===== config.mk =====
export PLATFORM = sky130hd
export DESIGN_NAME = lvs_supervisor
export DESIGN_NICKNAME = d
export VERILOG_FILES = /design/src/design/lvs_pkg.sv /design/src/design/lvs_filt_if.sv /design/src/design/lvs_deglitch.sv /design/src/design/lvs_filter_tick.sv /design/src/design/lvs_supervisor.sv
export SDC_FILE = /design/constraint.sdc
export NUM_CORES = 1
export LEC_CHECK = 0
export BUFFER_PORTS_ARGS = -buffer_cell sky130_fd_sc_hd__buf_2
export CAP_MARGIN = 20
export CELL_PAD_IN_SITES_DETAIL_PLACEMENT = 1
export CELL_PAD_IN_SITES_GLOBAL_PLACEMENT = 2
export CORE_ASPECT_RATIO = 1.1
export CORE_UTILIZATION = 30
export CTS_CLUSTER_SIZE = 8
export DETAILED_ROUTE_END_ITERATION = 16
export PLACE_DENSITY = 0.68
export SYNTH_ARGS = -nofsm -noshare
export SYNTH_HDL_FRONTEND = slang
export SYNTH_SLANG_ARGS = --single-unit

===== constraint.sdc =====
create_clock -name mclk -period 2.95 [get_ports mclk]
set_input_delay 0.4425 -clock mclk [delete_from_list [all_inputs] [get_ports mclk]]
set_output_delay 0.4425 -clock mclk [all_outputs]
set_load 0.01 [all_outputs]

===== src/design/lvs_pkg.sv =====
/*
  Constants for the low-voltage supervisor: register addresses, field
  positions, reset values and filter sizing.
  Assumes an 8-bit special-function-register port driven by the CPU.
*/
package lvs_pkg;
  // ----------------------------------------------------------------------
  // Register addresses
  // ----------------------------------------------------------------------
  localparam logic [7:0] LVS_ADDR_CONTROL = 8'hBA;  // Control register 0
  localparam logic [7:0] LVS_ADDR_FLAGS   = 8'hBB;  // Flags and bypass
  localparam logic [7:0] LVS_ADDR_HIGH    = 8'hBC;  // High filter count
  localparam logic [7:0] LVS_ADDR_LOW     = 8'hBD;  // Low filter count

  // ----------------------------------------------------------------------
  // Control register fields
  // ----------------------------------------------------------------------
  localparam int LVS_CTL_OE      = 6;  // Output enable
  localparam int LVS_CTL_CORE_RE = 5;  // Core reset enable
  localparam int LVS_CTL_MAIN_RE = 4;  // Main reset enable
  localparam int LVS_CTL_THR_HI  = 3;  // Threshold select msb
  localparam int LVS_CTL_THR_LO  = 2;  // Threshold select lsb
  localparam int LVS_CTL_CORE_DE = 1;  // Core detect enable
  localparam int LVS_CTL_MAIN_DE = 0;  // Main detect enable
  localparam logic [7:0] LVS_CTL_RESET = 8'h73;

  // ----------------------------------------------------------------------
  // Flags and bypass register fields
  // ----------------------------------------------------------------------
  localparam int LVS_FLG_OC_PND   = 6;  // Overcurrent pending
  localparam int LVS_FLG_CORE_PND = 5;  // Core low pending
  localparam int LVS_FLG_MAIN_PND = 4;  // Main low pending
  localparam int LVS_FLG_SYNC_BYP = 3;  // Main synchroniser bypass
  localparam int LVS_FLG_OC_BYP   = 2;  // Overcurrent filter bypass
  localparam int LVS_FLG_CORE_BYP = 1;  // Core filter bypass
  localparam int LVS_FLG_MAIN_BYP = 0;  // Main filter bypass
  localparam logic [3:0] LVS_BYP_RESET = 4'hF;

  // ----------------------------------------------------------------------
  // Filter counts
  // ----------------------------------------------------------------------
  localparam int         LVS_CNT_W      = 7;
  localparam logic [6:0] LVS_CNT_RESET  = 7'h02;
  localparam int         LVS_CHANNELS   = 3;  // Main, core, overcurrent
  localparam int         LVS_CH_MAIN    = 0;
  localparam int         LVS_CH_CORE    = 1;
  localparam int         LVS_CH_OC      = 2;
endpackage


===== src/design/lvs_filt_if.sv =====
/*
  Carrier between the supervisor top and its deglitch filter bank.
  Assumes both ends run on the same clock.
*/
`timescale 1ns/1ps
interface lvs_filt_if
  import lvs_pkg::*;
();
  logic [LVS_CHANNELS-1:0] raw;       // Raw (possibly synchronised) inputs
  logic [LVS_CHANNELS-1:0] bypass;    // Per-channel filter bypass
  logic [LVS_CNT_W-1:0]    high_cnt;  // High-level qualify count
  logic [LVS_CNT_W-1:0]    low_cnt;   // Low-level qualify count
  logic [LVS_CHANNELS-1:0] clean;     // Filtered anomaly levels

  modport top  (output raw, output bypass, output high_cnt, output low_cnt,
                input clean);
  modport bank (input raw, input bypass, input high_cnt, input low_cnt,
                output clean);
endinterface


===== src/design/lvs_deglitch.sv =====
/*
  Deglitch filter bank, one counter per anomaly channel.
  Assumes filter_tick is a one-cycle pulse per filter-clock period.
*/
`timescale 1ns/1ps
module lvs_deglitch
  import lvs_pkg::*;
(
  input  wire logic  mclk,         // System clock
  input  wire logic  rst,          // Synchronous reset
  input  wire logic  filter_tick,  // Filter clock enable pulse
  lvs_filt_if.bank   fif           // Filter carrier
);

  // ----------------------------------------------------------------------
  // Per-channel qualify counters
  // ----------------------------------------------------------------------
  genvar ch;
  generate
    for (ch = 0; ch < LVS_CHANNELS; ch++) begin : g_ch
      logic [LVS_CNT_W-1:0] run;  // Filter ticks input has disagreed with state
      logic                 lvl;  // Filtered level, one driver per channel
      // Count filter ticks while the input differs from the held level
      always_ff @(posedge mclk) begin
        if (rst) begin
          run <= '0;
          lvl <= 1'b0;
        end else if (fif.raw[ch] == lvl) begin
          run <= '0;  // Glitch ended, restart
        end else if (filter_tick) begin
          // A zero count still needs one tick, never a free pass
          if ((run + 7'h01) >= (lvl ? fif.low_cnt : fif.high_cnt)) begin
            lvl <= fif.raw[ch];
            run <= '0;
          end else begin
            run <= run + 7'h01;
          end
        end
      end
      // Bypass passes the input straight through
      assign fif.clean[ch] = fif.bypass[ch] ? fif.raw[ch] : lvl;
    end
  endgenerate
endmodule


===== src/design/lvs_filter_tick.sv =====
/*
  Filter clock generator: selects one of four tick rates derived from mclk.
  Assumes the selector is static while filtering matters.
*/
`timescale 1ns/1ps
module lvs_filter_tick #(
  parameter int DIV_W = 12  // Width of free-running divider
) (
  input  wire logic       mclk,        // System clock
  input  wire logic       rst,         // Synchronous reset
  input  wire logic [1:0] select,      // Filter clock select
  output logic            tick         // One-cycle filter tick
);
  logic [DIV_W-1:0] div;  // Free-running divider
  logic [DIV_W-1:0] nxt;  // Divider plus one

  assign nxt = div + {{(DIV_W-1){1'b0}}, 1'b1};

  // Divider and tick select; a tick marks a wrap of the chosen stage
  always_ff @(posedge mclk) begin
    if (rst) begin
      div  <= '0;
      tick <= 1'b0;
    end else begin
      div <= nxt;
      unique case (select)
        2'h0: tick <= 1'b1;                        // Every cycle
        2'h1: tick <= (nxt[3:0] == 4'h0);          // Divide by 16
        2'h2: tick <= (nxt[7:0] == 8'h00);         // Divide by 256
        2'h3: tick <= (nxt == '0);                 // Full divider
      endcase
    end
  end
endmodule


===== src/design/lvs_supervisor.sv =====
/*
  Low-voltage supervisor: register file, input conditioning, pending flags,
  interrupt and system reset request.
  Assumes a single-cycle SFR write/read port from the CPU and raw analog
  flags held synchronous or made so by the synchroniser.
*/
// Function
// - Output enable gates interrupt and reset
// - Core low reset when core reset enabled
// - Main low reset when main reset enabled
// - Two-bit main threshold select, resets zero
// - Core detect enable, resets to one
// - Main detect enable, resets to one
// - Sticky overcurrent flag, write one clears
// - Sticky core low flag, write one clears
// - Sticky main low flag, write one clears
// - Main input synchroniser bypass, resets one
// - Overcurrent filter bypass, resets one
// - Core low filter bypass, resets one
// - Main low filter bypass, resets one
// - Seven-bit high filter count, resets two
// - Seven-bit low filter count, resets two
// - Filters count selected filter clock
// - Anomalies raise CPU interrupt
`timescale 1ns/1ps
module lvs_supervisor
  import lvs_pkg::*;
(
  input  wire logic       mclk,                         // System clock
  input  wire logic       rst,                          // Sync reset
  input  wire logic [7:0] sfr_addr,                     // SFR address
  input  wire logic       sfr_wr,                       // Write strobe
  input  wire logic       sfr_rd,                       // Read strobe
  input  wire logic [7:0] sfr_wdata,                    // Write data
  output logic      [7:0] sfr_rdata,                    // Read data
  input  wire logic [1:0] clock_config_five,            // Filter clock sel
  input  wire logic       main_low_raw,                 // Main supply low
  input  wire logic       core_low_raw,                 // Core supply low
  input  wire logic       overcurrent_raw,              // Core overcurrent
  output logic      [1:0] main_supply_threshold_select, // To detector
  output logic            core_supply_detect_enable,    // To detector
  output logic            main_supply_detect_enable,    // To detector
  output logic            supervisor_irq,               // CPU interrupt
  output logic            supervisor_reset              // System reset req
);

  // ----------------------------------------------------------------------
  // Registers
  // ----------------------------------------------------------------------
  logic [7:0]           supervisor_control;       // Control register 0
  logic                 core_overcurrent_pending; // Sticky flags
  logic                 core_low_pending;
  logic                 main_low_pending;
  logic                 main_low_sync_bypass;     // Bypass bits
  logic                 overcurrent_filter_bypass;
  logic                 core_low_filter_bypass;
  logic                 main_low_filter_bypass;
  logic [LVS_CNT_W-1:0] filter_high_count_value;  // Control register 2
  logic [LVS_CNT_W-1:0] filter_low_count_value;   // Control register 3

  logic supervisor_output_enable;  // Decoded control bits
  logic core_supply_reset_enable;
  logic main_supply_reset_enable;

  assign supervisor_output_enable = supervisor_control[LVS_CTL_OE];
  assign core_supply_reset_enable = supervisor_control[LVS_CTL_CORE_RE];
  assign main_supply_reset_enable = supervisor_control[LVS_CTL_MAIN_RE];

  // Write decodes
  logic wr_ctl;
  logic wr_flg;
  logic wr_hi;
  logic wr_lo;
  assign wr_ctl = sfr_wr && (sfr_addr == LVS_ADDR_CONTROL);
  assign wr_flg = sfr_wr && (sfr_addr == LVS_ADDR_FLAGS);
  assign wr_hi  = sfr_wr && (sfr_addr == LVS_ADDR_HIGH);
  assign wr_lo  = sfr_wr && (sfr_addr == LVS_ADDR_LOW);

  // ----------------------------------------------------------------------
  // Control register
  // ----------------------------------------------------------------------
  // Bit 7 is reserved and kept zero
  always_ff @(posedge mclk) begin
    if (rst) begin
      supervisor_control <= LVS_CTL_RESET;
    end else if (wr_ctl) begin
      supervisor_control <= {1'b0, sfr_wdata[6:0]};
    end
  end

  // Detector controls are registered so outputs come from flip-flops
  always_ff @(posedge mclk) begin
    if (rst) begin
      main_supply_threshold_select <= LVS_CTL_RESET[LVS_CTL_THR_HI:LVS_CTL_THR_LO];
      core_supply_detect_enable    <= LVS_CTL_RESET[LVS_CTL_CORE_DE];
      main_supply_detect_enable    <= LVS_CTL_RESET[LVS_CTL_MAIN_DE];
    end else begin
      main_supply_threshold_select <=
        supervisor_control[LVS_CTL_THR_HI:LVS_CTL_THR_LO];
      core_supply_detect_enable    <= supervisor_control[LVS_CTL_CORE_DE];
      main_supply_detect_enable    <= supervisor_control[LVS_CTL_MAIN_DE];
    end
  end

  // ----------------------------------------------------------------------
  // Bypass bits and filter counts
  // ----------------------------------------------------------------------
  always_ff @(posedge mclk) begin
    if (rst) begin
      {main_low_sync_bypass, overcurrent_filter_bypass,
       core_low_filter_bypass, main_low_filter_bypass} <= LVS_BYP_RESET;
    end else if (wr_flg) begin
      main_low_sync_bypass      <= sfr_wdata[LVS_FLG_SYNC_BYP];
      overcurrent_filter_bypass <= sfr_wdata[LVS_FLG_OC_BYP];
      core_low_filter_bypass    <= sfr_wdata[LVS_FLG_CORE_BYP];
      main_low_filter_bypass    <= sfr_wdata[LVS_FLG_MAIN_BYP];
    end
  end

  // Counts: bit 7 reserved
  always_ff @(posedge mclk) begin
    if (rst) begin
      filter_high_count_value <= LVS_CNT_RESET;
      filter_low_count_value  <= LVS_CNT_RESET;
    end else begin
      if (wr_hi) begin
        filter_high_count_value <= sfr_wdata[6:0];
      end
      if (wr_lo) begin
        filter_low_count_value <= sfr_wdata[6:0];
      end
    end
  end

  // ----------------------------------------------------------------------
  // Main input synchroniser
  // ----------------------------------------------------------------------
  logic main_sync_a;  // First stage, read only by second
  logic main_sync_b;  // Second stage
  logic main_cond;    // Selected main low level

  // Two-stage synchroniser against metastability
  always_ff @(posedge mclk) begin
    if (rst) begin
      main_sync_a <= 1'b0;
      main_sync_b <= 1'b0;
    end else begin
      main_sync_a <= main_low_raw;
      main_sync_b <= main_sync_a;
    end
  end

  // Bypass trades metastability safety for two cycles of latency
  assign main_cond = main_low_sync_bypass ? main_low_raw : main_sync_b;

  // ----------------------------------------------------------------------
  // Filter clock and deglitch bank
  // ----------------------------------------------------------------------
  logic       filter_tick;  // One pulse per filter clock period
  lvs_filt_if fif ();

  lvs_filter_tick u_tick (
    .mclk   (mclk),
    .rst    (rst),
    .select (clock_config_five),
    .tick   (filter_tick)
  );

  // Disabled detectors are forced quiet before filtering
  assign fif.raw[LVS_CH_MAIN]    = main_cond & main_supply_detect_enable;
  assign fif.raw[LVS_CH_CORE]    = core_low_raw & core_supply_detect_enable;
  assign fif.raw[LVS_CH_OC]      = overcurrent_raw;
  assign fif.bypass[LVS_CH_MAIN] = main_low_filter_bypass;
  assign fif.bypass[LVS_CH_CORE] = core_low_filter_bypass;
  assign fif.bypass[LVS_CH_OC]   = overcurrent_filter_bypass;
  assign fif.high_cnt            = filter_high_count_value;
  assign fif.low_cnt             = filter_low_count_value;

  lvs_deglitch u_deglitch (
    .mclk        (mclk),
    .rst         (rst),
    .filter_tick (filter_tick),
    .fif         (fif)
  );

  // ----------------------------------------------------------------------
  // Sticky pending flags
  // ----------------------------------------------------------------------
  logic main_seen;  // Filtered main low level
  logic core_seen;  // Filtered core low level
  logic oc_seen;    // Filtered overcurrent level
  assign main_seen = fif.clean[LVS_CH_MAIN];
  assign core_seen = fif.clean[LVS_CH_CORE];
  assign oc_seen   = fif.clean[LVS_CH_OC];

  // Set wins over a same-cycle write-one clear so no event is lost
  always_ff @(posedge mclk) begin
    if (rst) begin
      core_overcurrent_pending <= 1'b0;
      core_low_pending         <= 1'b0;
      main_low_pending         <= 1'b0;
    end else begin
      if (oc_seen) begin
        core_overcurrent_pending <= 1'b1;
      end else if (wr_flg && sfr_wdata[LVS_FLG_OC_PND]) begin
        core_overcurrent_pending <= 1'b0;
      end
      if (core_seen) begin
        core_low_pending <= 1'b1;
      end else if (wr_flg && sfr_wdata[LVS_FLG_CORE_PND]) begin
        core_low_pending <= 1'b0;
      end
      if (main_seen) begin
        main_low_pending <= 1'b1;
      end else if (wr_flg && sfr_wdata[LVS_FLG_MAIN_PND]) begin
        main_low_pending <= 1'b0;
      end
    end
  end

  // ----------------------------------------------------------------------
  // Interrupt and reset outputs
  // ----------------------------------------------------------------------
  // Interrupt tracks pending flags; reset tracks live filtered levels
  always_ff @(posedge mclk) begin
    if (rst) begin
      supervisor_irq   <= 1'b0;
      supervisor_reset <= 1'b0;
    end else begin
      supervisor_irq <= supervisor_output_enable &&
        (core_overcurrent_pending || core_low_pending || main_low_pending);
      supervisor_reset <= supervisor_output_enable &&
        ((core_supply_reset_enable && core_seen) ||
         (main_supply_reset_enable && main_seen));
    end
  end

  // ----------------------------------------------------------------------
  // Read port
  // ----------------------------------------------------------------------
  // Registered read data; unmapped addresses and reserved bits read zero
  always_ff @(posedge mclk) begin
    if (rst) begin
      sfr_rdata <= 8'h00;
    end else if (sfr_rd) begin
      unique case (sfr_addr)
        LVS_ADDR_CONTROL: sfr_rdata <= supervisor_control;
        LVS_ADDR_FLAGS:   sfr_rdata <= {1'b0, core_overcurrent_pending, core_low_pending,
                                        main_low_pending, main_low_sync_bypass,
                                        overcurrent_filter_bypass,
                                        core_low_filter_bypass, main_low_filter_bypass};
        LVS_ADDR_HIGH:    sfr_rdata <= {1'b0, filter_high_count_value};
        LVS_ADDR_LOW:     sfr_rdata <= {1'b0, filter_low_count_value};
        default:          sfr_rdata <= 8'h00;
      endcase
    end
  end
endmodule


==> metrics.cfg <==
[power_and_ir_drop]
power_uw = 2390
p_sw_uw = 546
p_sw_frac = 0.228
p_per_area_nw_per_um2 = 470
seqPwrFrac = 0.462
clkPwrFrac = 0.485
peakVddDrop_mv = 0.239
internal_power_uw = 1840
power.leakage_uw = 0.00195
combPwrFrac = 0.054

[global_route]
gr-total-overflow = 0
antenna_found_initial = 0
grt_pass1_wl_um = 19700
grt.total_usage = 0.171
grt_max_degree = 28
first_global_vias = 3818

[clock_tree]
cts_tree = done
htreeDepth = 3
postCtsSetupBuffers = 0
clk_latency_ns = 0.34
clock_sinks = 80
cts_buffer_depth = 2
cts_made_buffers = 9
clk_pin_slew_worst_paths_ns = 0.06
cts_root_buf = clkbuf_16

[run_status]
status = finished clean

[die]
die_h_um = 128
dieArea_sq_um = 15000
die_w_um = 117
initial_core_util = 0.312
ioPinCount = 39
num_rows = 45
coreArea_sq_um = 14000

[routing]
wl_met3_um = 283
drt-initial-drc-count = 166
drt_first_pass_iters = 4
wl_per_cell_um = 16.0
antenna_left = 0
vias = 3685
drc = 0
wl_um = 11700
avgViaCountPerCell = 5.05
top_layer = met4
wl_met1_um = 5410
wl_met2_um = 5760

[setup_path]
worstPathArrival_ns = 2.94
critical_path_class = reg2reg
end_kind = flop
required_ns = 3.21
r2r-start = u_deglitch.g_ch[0].run[0]
crit_fanout = 10
reg2reg_depth = 11
cp-start-kind = flop
timing.rr.end = u_deglitch.g_ch[0].run[2]
reg2reg_setup_slack_ns = 0.27
cp-endpoint = u_deglitch.g_ch[0].run[2]
crit_path_start = u_deglitch.g_ch[0].run[0]

[hold_path]
hold_path.class = in2reg

[finish]
nets = 586
synthToLayoutAreaGrowth_pct = 16.8
fill_cells = 1695
drive_gt1_frac = 0.153
multi_input_area_sq_um = 2640
postLayoutCoreUtil = 0.364
instances_no_fill = 729
diodes = 0
regArea_sq_um = 1600

[yosys]
yosys-top-cells-area = dfxtp_1 (37%), mux2i_1 (7.4%), ha_1 (7.2%), nor2_1 (4.1%), a21oi_1 (3.9%)
yosysWarnings = 0
post-synth-top-count-cell = dfxtp_1
synth_edf_count = 0
ys_ff_latch = 80
synthArstFlopShare = 0
ys_seq_area_frac = 0.368
synth_commonest_cells = dfxtp_1 (80), nor2_1 (47), nand2_1 (45)
synth_flop_cell = dfxtp_1
synth_area_sq_um = 4350
synth_nets = 552
synth_largest_area_cell = dfxtp_1
synth_top_area_frac = 0.368
syn-instance-count = 502
syn-mean-instance-area_sq_um = 8.67
ys_types = 52

[timing]
fin_worst_skew_ns = 0.00986
rsz0062_at_grt = no
period_needed_ns = 2.68
setup_tns_ns = 0
worst_slew_pin_slew_ns = 0.841
max_freq_ghz = 0.373
setup_ws_ns = 0.272
hold_violations = 0
drv_slew = 0
max_slew_margin = 0.438
setup_viol = 0
fin_crit_sh = 0.908

[place]
placed_cells = 713
place_congestion = 0.772
portBuffers = 36
hpwl_um = 8860
dpl_worst_slack_ns = 0.122

[flow_run]
cap_viol_max_count = 0

[worst min-delay path by stage]
stage	startpoint	endpoint	slack, ns	depth (start not counted)
finish	main_low_raw	main_sync_a	0.34	2
global route	main_low_raw	main_sync_a	0.37	2
CTS	main_low_raw	main_sync_a	0.34	2
detailed placement	main_sync_a	main_sync_b	0.43	1
global placement	main_sync_a	main_sync_b	0.42	1
floorplan	main_sync_a	main_sync_b	0.41	1
[through the flow]
step	hold slack [ns]	instance area, sq um
after floorplan	0.414	4350
after global placement	0.418	4760
after detailed placement	0.431	4760
after CTS	0.336	5070
after global routing	0.373	5080
final	0.338	5080
[per-layer routing]
layer | track usage | vias up
met2 | 0.287 | 51
li1 | - | 1856
met4 | 0.0640 | 0
met1 | 0.219 | 1763
met5 | 0 | -
met3 | 0.0284 | 15
[cell families after synthesis]
kind of cell | count (synthesis) | share of synthesized area
buffers and inverters | 31 | 0.0287
DFF | 80 | 0.368
and+or+nand+nor | 199 | 0.240
AOI/OAI and AO/OA | 97 | 0.141
other | 1 | 0.000862
adders and majority gates | 25 | 0.0719
xor gates and xnor gates | 34 | 0.0684
muxes | 35 | 0.0814
[worst max-delay path, stage by stage (launching register included)]
cell      delay, ns
dfxtp_1        0.40
ha_2           0.25
nand3_2        0.13
nor2_1         0.16
xor2_1         0.20
ha_1           0.27
and3_1         0.20
a221o_1        0.30
a31oi_2        0.23
buf_6          0.18
nand4b_1       0.11
a31oi_1        0.16
[layout by cell type, fill, tap and decap left out, drive strengths merged, types with 2 or more instances in the layout]
master / netlist / layout
nand4b: 3 / 3
a21o: 3 / 3
nand4: 12 / 12
xor2: 18 / 18
o21ai: 22 / 22
a31oi: 7 / 7
mux2: 3 / 3
and3b: 2 / 2
a211o: 8 / 8
dfxtp: 80 / 80
a22oi: 13 / 13
nor3b: 3 / 3
a221oi: 3 / 3
nand2b: 7 / 7
a21oi: 34 / 34
nand3b: 8 / 8
nor3: 8 / 8
nor2: 47 / 47
nand3: 24 / 24
clkinvlp: 0 / 3
or2: 3 / 3
nor2b: 23 / 23
and3: 4 / 4
a21bo: 3 / 3
or3: 3 / 3
ha: 25 / 25
mux2i: 32 / 32
xnor2: 16 / 16
inv: 4 / 4
nand2: 45 / 45
clkbuf: 20 / 12
buf: 6 / 49
[area by class of cell]
class	count	area share
Clock buffer	12	0.0504
Clock inverter	4	0.0103
Inverter	5	0.00369
Multi-Input combinational cell	391	0.519
Sequential cell	80	0.315
Tap cell	188	0.0463
Timing Repair Buffer	49	0.0554
[power by group through the flow]
stage / clock [uW] / combinational, uW / sequential [uW]
after detailed placement: 0 / 130 / 1130
final: 1160 / 128 / 1100
after global routing: 1230 / 143 / 1110
after CTS: 1190 / 130 / 1100
after global placement: 0 / 127 / 1130
after floorplan: 0 / 76.0 / 1130
[flip-flops by register name, indices dropped and copies added, names as in the netlist, 2 cells and up]
signal and cells:
sfr_rdata 7, main_supply_threshold_select 2, supervisor_control 7, u_tick.div 12, fif.high_cnt 7, fif.low_cnt 7
u_deglitch.g_ch.lvl 3, u_deglitch.g_ch.run 21
[repair_timing]
action / CTS / global route
setup endpoints to repair: 0 / 7
endpoints found under the hold margin: 0 / 0
gates resized for setup: 0 / 4
hold buffers: 0 / 0
Note: power is estimated with default switching activity, not from simulation.
